$ cat config.mk
export PLATFORM = sky130hd
export DESIGN_NAME = sirt_irq_trim
export DESIGN_NICKNAME = d
export VERILOG_FILES = /design/src/logic/sirt_pkg.sv /design/src/logic/sirt_irq_trim.sv /design/src/logic/sirt_pin_driver.sv
export VERILOG_INCLUDE_DIRS = /design/src /design/src/logic
export SDC_FILE = /design/constraint.sdc
export NUM_CORES = 1
export LEC_CHECK = 0
export BUFFER_PORTS_ARGS = -buffer_cell sky130_fd_sc_hd__buf_4
export CAP_MARGIN = 10
export CORE_UTILIZATION = 55
export DETAILED_ROUTE_END_ITERATION = 10
export GPL_TIMING_DRIVEN = 1
export HOLD_SLACK_MARGIN = 0.08
export PLACE_DENSITY = 0.81
export SYNTH_ARGS = -nofsm -noshare
export SYNTH_HDL_FRONTEND = slang
export SYNTH_SLANG_ARGS = --single-unit
$ cat constraint.sdc
create_clock -name sys_clk -period 2.9 [get_ports sys_clk]
set_input_delay 0.435 -clock sys_clk [delete_from_list [all_inputs] [get_ports sys_clk]]
set_output_delay 0.435 -clock sys_clk [all_outputs]
set_load 0.02 [all_outputs]
$ cat src/logic/sirt_consts.svh
// Register offsets, field positions, reset values and scaling for the interrupt and trim block.
`ifndef SIRT_CONSTS_SVH
`define SIRT_CONSTS_SVH

// ****************************************************************
// Register offsets
// ****************************************************************
`define SIRT_OFS_PIN_CFG      8'h28
`define SIRT_OFS_SRC_ENABLE   8'h29
`define SIRT_OFS_PIN_ROUTING  8'h2a
`define SIRT_OFS_PRESS_TRIM   8'h2b
`define SIRT_OFS_TEMP_TRIM    8'h2c
`define SIRT_OFS_ALT_TRIM     8'h2d
`define SIRT_OFS_SRC_FLAGS    8'h12

// ****************************************************************
// Field positions in the pin configuration register
// ****************************************************************
`define SIRT_BIT_PIN_A_POLARITY     5
`define SIRT_BIT_PIN_A_DRIVE_STYLE  4
`define SIRT_BIT_PIN_B_POLARITY     1
`define SIRT_BIT_PIN_B_DRIVE_STYLE  0
`define SIRT_PIN_CFG_MASK           8'h33

// ****************************************************************
// Event bit positions, shared by enable, routing and flag registers
// ****************************************************************
`define SIRT_EVT_DATA_READY       7
`define SIRT_EVT_FIFO             6
`define SIRT_EVT_PRESS_WINDOW     5
`define SIRT_EVT_TEMP_WINDOW      4
`define SIRT_EVT_PRESS_THRESHOLD  3
`define SIRT_EVT_TEMP_THRESHOLD   2
`define SIRT_EVT_PRESS_CHANGE     1
`define SIRT_EVT_TEMP_CHANGE      0
`define SIRT_RAW_KEEP_MASK        8'h80

// ****************************************************************
// Reset values and trim scaling
// ****************************************************************
`define SIRT_RST_PIN_CFG      8'h00
`define SIRT_RST_SRC_ENABLE   8'h00
`define SIRT_RST_PIN_ROUTING  8'h00
`define SIRT_RST_TRIM         8'h00
`define SIRT_PRESS_TRIM_SHIFT 4
`define SIRT_ALT_TRIM_SHIFT   4

`endif

$ cat src/logic/sirt_pkg.sv
// Types shared by the interrupt routing and offset trim block.
`default_nettype none

package sirt_pkg;

    typedef struct packed {
        logic       wrEn;
        logic       rdEn;
        logic [7:0] addr;
        logic [7:0] wrData;
    } sirt_reg_req_t;

    typedef struct packed {
        logic [19:0] pressure;
        logic [11:0] temperature;
        logic [19:0] altitude;
    } sirt_meas_t;

    typedef struct packed {
        logic out;
        logic oe;
        logic pullupEn;
    } sirt_pin_drive_t;

endpackage

`default_nettype wire

$ cat src/logic/sirt_irq_trim.sv
// Interrupt enable, routing and pin control with user offset trim of measurement results.
`timescale 1ns/1ps
`default_nettype none
`include "sirt_consts.svh"

module sirt_irq_trim
(
    input  wire logic                       sys_clk,      // System clock, 200 MHz.
    input  wire logic                       rst_n,        // Asynchronous reset, active low.
    input  wire sirt_pkg::sirt_reg_req_t    regReq,       // Register write and read request.
    output logic [7:0]                      regRdData,    // Read data, valid the cycle after rdEn.
    input  wire logic [7:0]                 eventFlags,   // Event source flags, same clock.
    input  wire logic                       rawMode,      // Raw output mode selected.
    input  wire sirt_pkg::sirt_meas_t       measIn,       // Untrimmed measurement results.
    input  wire logic                       measInValid,  // Pulse: measIn is new.
    output sirt_pkg::sirt_meas_t            measOut,      // Trimmed measurement results.
    output logic                            measOutValid, // Pulse: measOut is new.
    output sirt_pkg::sirt_pin_drive_t       irqPinA,      // Drive of interrupt pin A.
    output sirt_pkg::sirt_pin_drive_t       irqPinB       // Drive of interrupt pin B.
);

    // ****************************************************************
    // Register file
    // ****************************************************************
    logic [7:0] pinCfg;
    logic [7:0] srcEnable;
    logic [7:0] pinRouting;
    logic [7:0] pressTrim;
    logic [7:0] tempTrim;
    logic [7:0] altTrim;
    logic [7:0] next_pinCfg;
    logic [7:0] next_srcEnable;
    logic [7:0] next_pinRouting;
    logic [7:0] next_pressTrim;
    logic [7:0] next_tempTrim;
    logic [7:0] next_altTrim;
    logic [7:0] next_regRdData;
    logic [7:0] readMux;

    always_comb
    begin
        next_pinCfg     = pinCfg;
        next_srcEnable  = srcEnable;
        next_pinRouting = pinRouting;
        next_pressTrim  = pressTrim;
        next_tempTrim   = tempTrim;
        next_altTrim    = altTrim;
        if (regReq.wrEn)
        begin
            case (regReq.addr)
                `SIRT_OFS_PIN_CFG:     next_pinCfg     = regReq.wrData & `SIRT_PIN_CFG_MASK;
                `SIRT_OFS_SRC_ENABLE:  next_srcEnable  = regReq.wrData;
                `SIRT_OFS_PIN_ROUTING: next_pinRouting = regReq.wrData;
                `SIRT_OFS_PRESS_TRIM:  next_pressTrim  = regReq.wrData;
                `SIRT_OFS_TEMP_TRIM:   next_tempTrim   = regReq.wrData;
                `SIRT_OFS_ALT_TRIM:    next_altTrim    = regReq.wrData;
                default:               next_pinCfg     = pinCfg;
            endcase
        end
        case (regReq.addr)
            `SIRT_OFS_PIN_CFG:     readMux = pinCfg;
            `SIRT_OFS_SRC_ENABLE:  readMux = srcEnable;
            `SIRT_OFS_PIN_ROUTING: readMux = pinRouting;
            `SIRT_OFS_PRESS_TRIM:  readMux = pressTrim;
            `SIRT_OFS_TEMP_TRIM:   readMux = tempTrim;
            `SIRT_OFS_ALT_TRIM:    readMux = altTrim;
            // Live flags let the host find every active source behind one pin.
            `SIRT_OFS_SRC_FLAGS:   readMux = eventFlags;
            default:               readMux = 8'h00;
        endcase
        next_regRdData = regReq.rdEn ? readMux : regRdData;
    end

    always_ff @(posedge sys_clk or negedge rst_n)
    begin
        if (!rst_n)
        begin
            pinCfg     <= `SIRT_RST_PIN_CFG;
            srcEnable  <= `SIRT_RST_SRC_ENABLE;
            pinRouting <= `SIRT_RST_PIN_ROUTING;
            pressTrim  <= `SIRT_RST_TRIM;
            tempTrim   <= `SIRT_RST_TRIM;
            altTrim    <= `SIRT_RST_TRIM;
            regRdData  <= 8'h00;
        end
        else
        begin
            pinCfg     <= next_pinCfg;
            srcEnable  <= next_srcEnable;
            pinRouting <= next_pinRouting;
            pressTrim  <= next_pressTrim;
            tempTrim   <= next_tempTrim;
            altTrim    <= next_altTrim;
            regRdData  <= next_regRdData;
        end
    end

    // ****************************************************************
    // Event gating, routing and pin stages
    // ****************************************************************
    logic [7:0] gatedEvents;
    logic [7:0] routedA;
    logic [7:0] routedB;
    logic       pinAPolarity;
    logic       pinADriveStyle;
    logic       pinBPolarity;
    logic       pinBDriveStyle;

    assign pinAPolarity   = pinCfg[`SIRT_BIT_PIN_A_POLARITY];
    assign pinADriveStyle = pinCfg[`SIRT_BIT_PIN_A_DRIVE_STYLE];
    assign pinBPolarity   = pinCfg[`SIRT_BIT_PIN_B_POLARITY];
    assign pinBDriveStyle = pinCfg[`SIRT_BIT_PIN_B_DRIVE_STYLE];

    // Raw mode keeps data ready alive; alarms, deltas and FIFO events go quiet.
    assign gatedEvents = eventFlags & srcEnable
                       & (rawMode ? `SIRT_RAW_KEEP_MASK : 8'hff);
    assign routedA     = gatedEvents & pinRouting;
    assign routedB     = gatedEvents & ~pinRouting;

    // One register stage only, so any input change shows on the pin next edge.
    sirt_pin_driver pinADriver
    (
        .sys_clk    (sys_clk),
        .rst_n      (rst_n),
        .polarity   (pinAPolarity),
        .driveStyle (pinADriveStyle),
        .assertReq  (|routedA),
        .drive      (irqPinA)
    );

    sirt_pin_driver pinBDriver
    (
        .sys_clk    (sys_clk),
        .rst_n      (rst_n),
        .polarity   (pinBPolarity),
        .driveStyle (pinBDriveStyle),
        .assertReq  (|routedB),
        .drive      (irqPinB)
    );

    // ****************************************************************
    // Offset trim
    // ****************************************************************
    sirt_pkg::sirt_meas_t next_measOut;
    logic                 next_measOutValid;
    logic [19:0]          pressAdd;
    logic [11:0]          tempAdd;
    logic [19:0]          altAdd;

    // Pressure counts quarter pascals, so 4 Pa per step is a shift by four.
    assign pressAdd = {{8{pressTrim[7]}}, pressTrim, 4'h0};
    // Temperature counts sixteenths of a degree, one per trim step.
    assign tempAdd  = {{4{tempTrim[7]}}, tempTrim};
    // Altitude carries four fraction bits, so whole meters shift by four.
    assign altAdd   = {{8{altTrim[7]}}, altTrim, 4'h0};

    always_comb
    begin
        next_measOut      = measOut;
        next_measOutValid = measInValid;
        if (measInValid)
        begin
            if (rawMode)
            begin
                // Raw results carry no correction at all.
                next_measOut = measIn;
            end
            else
            begin
                next_measOut.pressure    = measIn.pressure + pressAdd;
                next_measOut.temperature = measIn.temperature + tempAdd;
                next_measOut.altitude    = measIn.altitude + altAdd;
            end
        end
    end

    always_ff @(posedge sys_clk or negedge rst_n)
    begin
        if (!rst_n)
        begin
            measOut      <= '0;
            measOutValid <= 1'b0;
        end
        else
        begin
            measOut      <= next_measOut;
            measOutValid <= next_measOutValid;
        end
    end

    // ****************************************************************
    // Checks
    // ****************************************************************
    logic justReset;

    always_ff @(posedge sys_clk or negedge rst_n)
    begin
        if (!rst_n)
        begin
            justReset <= 1'b1;
        end
        else
        begin
            justReset <= 1'b0;
        end
    end

    function automatic logic pinActive(sirt_pkg::sirt_pin_drive_t d, logic pol);
        logic lvl;
        lvl = d.oe ? d.out : 1'b1;
        return lvl == pol;
    endfunction
endmodule // sirt_irq_trim

`default_nettype wire

$ cat src/logic/sirt_pin_driver.sv
// Output stage of one interrupt pin: polarity and drive style applied to the combined request.
`timescale 1ns/1ps
`default_nettype none

module sirt_pin_driver
(
    input  wire logic                 sys_clk,     // System clock.
    input  wire logic                 rst_n,       // Asynchronous reset, active low.
    input  wire logic                 polarity,    // 1 selects active high.
    input  wire logic                 driveStyle,  // 1 selects open drain.
    input  wire logic                 assertReq,   // Combined request for this pin.
    output var  sirt_pkg::sirt_pin_drive_t drive   // Registered pin drive.
);

    sirt_pkg::sirt_pin_drive_t next_drive;
    logic                      level;

    always_comb
    begin
        level = assertReq ~^ polarity;
        next_drive.pullupEn = ~driveStyle;
        if (driveStyle)
        begin
            // An open drain pin may only pull low; the high level is left to the line.
            next_drive.out = 1'b0;
            next_drive.oe  = ~level;
        end
        else
        begin
            next_drive.out = level;
            next_drive.oe  = 1'b1;
        end
    end

    always_ff @(posedge sys_clk or negedge rst_n)
    begin
        if (!rst_n)
        begin
            // Idle push-pull, active low: the pin rests high.
            drive <= '{out: 1'b1, oe: 1'b1, pullupEn: 1'b1};
        end
        else
        begin
            drive <= next_drive;
        end
    end

endmodule // sirt_pin_driver

`default_nettype wire

==> flow_metrics.py <==
metrics = {
    "run_status": {
        "status": "complete, no violations",
    },
    "timing": {
        "rsz0062_at_grt": "no",
        "clock.fmax_mhz": 397,
        "fin_setup_tns_ns": 0,
        "timing.final.crit_share_pct": 86.8,
        "worst_pin_slew_ns": 0.807,
        "fin_skew_ns": 0.00674,
        "drv_slew": 0,
        "fin_crit_ns": 2.52,
        "slew_headroom_pct": 46.2,
        "final-hold-violation-count": 0,
        "finalSetupViolCount": 0,
    },
    "yosys": {
        "synth.net_count": 815,
        "synth_edf_count": 0,
        "syn_avg_cell_area_um2": 9.94,
        "synth_seq_cells": 111,
        "yosysSeqAreaShare_pct": 40.7,
        "synth-async-reset-ratio_pct": 100,
        "synthesis.area_um2": 6850,
        "synth.top_cell.area_share_pct": 38.4,
        "syn_inst": 689,
        "yosysTopAreaCell": "dfrtp_1",
        "yosysUniqueCellTypes": 65,
        "synth.area.top_cells": "dfrtp_1 (38%), ha_1 (7.5%), mux2_2 (7.2%), a21oi_1 (4.6%), nor2_1 (3.9%)",
        "synth-main-ff-cell": "dfrtp_1",
        "yosys_warnings": 0,
    },
    "clock_network": {
        "worstSkewPairLatency_ns": 0.36,
        "postCtsSetupRepairBufs": 0,
        "numCtsBuffers": 9,
        "cts_tree": "yes",
        "path_clk_slew_ns": 0.07,
        "htreeDepth": 3,
        "hold_buffers": 0,
        "cts_root_buffer": "clkbuf_16",
        "ctsResizeCount": 0,
        "cts_buffer_depth": 2,
        "clock-sinks": 111,
    },
    "critical_path": {
        "rrSetupSlack_ns": 0.38,
        "worstPathArrival_ns": 2.73,
        "rr_startpoint": "altTrim[0]",
        "cp_max_fo": 3,
        "reg2reg_depth": 9,
        "critPathLaunchType": "flip-flop",
        "end_kind": "flip-flop",
        "path_class": "reg2reg",
        "required_ns": 3.11,
        "timing.rr.end": "measOut[18]",
    },
    "job": {
        "drv_cap": 0,
    },
    "drt": {
        "drcViolationCount": 0,
        "vias": 5935,
        "routed_wl_um": 17800,
        "drt_iter0_drc": 393,
        "post_drt_wl_per_cell_um": 17.7,
        "vias_per_cell": 5.89,
        "dr.pass1.iters": 6,
        "ant_nets": 0,
    },
    "worst_hold_path": {
        "hp-class": "in2async",
    },
    "cells_and_area": {
        "fill_cells": 925,
        "antenna_cells": 0,
        "fin_nets": 961,
        "fin_area_um2": 8460,
        "drive_gt1_share_pct": 30.1,
        "syn_to_final_growth_pct": 23.5,
        "layout.area.seq_um2": 2790,
        "multi_input_area_um2": 3880,
        "final_util_pct": 70.1,
    },
    "grt": {
        "antenna_found_initial": 0,
        "grt.overflow.total": 0,
        "grt.total_usage_pct": 28.8,
        "grt_pass1_wl_um": 29000,
        "grt_pass1_vias": 5910,
        "grt_max_degree": 86,
    },
    "pwr": {
        "p_per_area_nw_per_um2": 466,
        "fin_total_pwr_mw": 3.95,
        "peakVddDrop_mv": 0.335,
        "power.leakage_nw": 4.05,
    },
    "die": {
        "die_w_um": 114,
        "start_util_pct": 56.8,
        "core_area_um2": 12100,
        "dieHeight_um": 114,
        "rows": 40,
        "io_pins": 149,
        "die-area_um2": 12900,
    },
    "placed_design": {
        "place_congestion": 0.928,
        "port_buffers": 148,
        "place_area_um2": 8160,
        "place_hpwl_um": 13500,
    },
}
## through the flow
step / worst slack [ns] / cells / hold WS [ns]
after floorplan: 0.585 / 689 / 0.139
after global placement: 0.333 / 992 / 0.464
after detailed placement: 0.271 / 992 / 0.473
after CTS: 0.400 / 1008 / 0.0900
after global routing: 0.207 / 1008 / 0.118
final: 0.383 / 1008 / 0.0732
## cell families after synthesis
| logic type | share of synthesized area [%] |
|---|---|
| simple gates | 14.0 |
| compound gates | 15.2 |
| buf+inv | 2.61 |
| fa+ha+maj | 8.37 |
| flops | 40.7 |
| mux | 14.4 |
| xor+xnor | 4.73 |
## cells in the mapped netlist, types with 2 or more instances
master and n:
mux2_2 44, buf_2 2, nor4b_1 2, clkbuf_1 16, mux4_2 4, nor3b_2 2
a211oi_1 8, o21ai_1 2, nand3_1 11, mux2_4 12, a21o_1 9, o221ai_1 3
nor3_1 4, nand2b_1 4, nand4_1 4, nor2_1 72, ha_1 41, o211ai_1 2
nand4b_1 2, o21bai_1 2, nor2b_1 5, or3_1 3, nand3b_1 2, and3_1 5
o22ai_1 15, nor4_1 2, fa_1 3, a21oi_1 63, a221oi_1 5, dfrtp_1 105
and2_1 2, o31a_1 2, buf_1 6, o31ai_1 2, inv_1 21, xor2_1 19
a31oi_1 19, dfstp_2 6, o21ai_0 34, nand2_1 62, xnor2_1 18, mux2i_1 21
## worst max path at each step
| stage | from | end |
|---|---|---|
| floorplan | measIn[36] | measOut[48] |
| global route | altTrim[0] | measOut[18] |
| global placement | measIn[4] | measOut[18] |
| finish | altTrim[0] | measOut[18] |
| detailed placement | measIn[4] | measOut[18] |
| CTS | altTrim[0] | measOut[18] |
## layer usage
layer | up-vias | routed length, µm | track usage (%)
met5 | - | 0 | 0
met4 | 0 | 619 | 13.4
met3 | 48 | 920 | 3.93
met2 | 228 | 8880 | 48.6
met1 | 2868 | 7410 | 36.8
li1 | 2791 | - | -
## sequential cells by signal, indices dropped and copies added, names as in the netlist, 4 cells and up
signal	flops
regRdData	8
pinCfg	4
pressTrim	8
measOut	52
tempTrim	8
altTrim	8
srcEnable	8
pinRouting	8
## layout make-up
type,instances,area share (%)
inverters,21,0.932
multi-input cells,532,45.9
clock inverters,6,0.843
well taps,168,2.49
repair buffers,160,14.2
flip-flops and latches,111,32.9
clock buffers,10,2.71
## worst max-delay path, stage by stage (launching register included)
cell and delay [ns]:
dfrtp_1 0.43, ha_1 0.23, fa_1 0.41, a21oi_1 0.25
o211ai_1 0.16, a22oi_1 0.26, nand2b_1 0.13, a31oi_1 0.24
xor2_1 0.16, o221ai_1 0.11
## where the power goes
group | switching, mW | leakage [nW] | internal, mW
registers | 0.0866 | 1.39 | 1.67
clock network | 0.583 | 0.139 | 0.675
logic | 0.509 | 2.52 | 0.424
## layout by cell type (no fill, tap or decap), types with 5 or more instances in the layout
cell       Yosys  final
xor2_1        19     19
a31oi_1       19     19
mux2i_1       21     21
buf_4          1    160
o21ai_0       34     34
dfrtp_1      105    105
xnor2_1       18     18
dfstp_2        6      6
nand3_1       11     11
mux2_2        44     44
clkbuf_16      0      9
ha_1          41     41
and3_1         5      5
mux2_4        12     12
o22ai_1       15     15
nor2_1        72     72
a21oi_1       63     63
a21o_1         9      9
nand2_1       62     62
inv_1         21     21
nor2b_1        5      5
a211oi_1       8      8
a221oi_1       5      5
(Power assumes the default switching activity.)
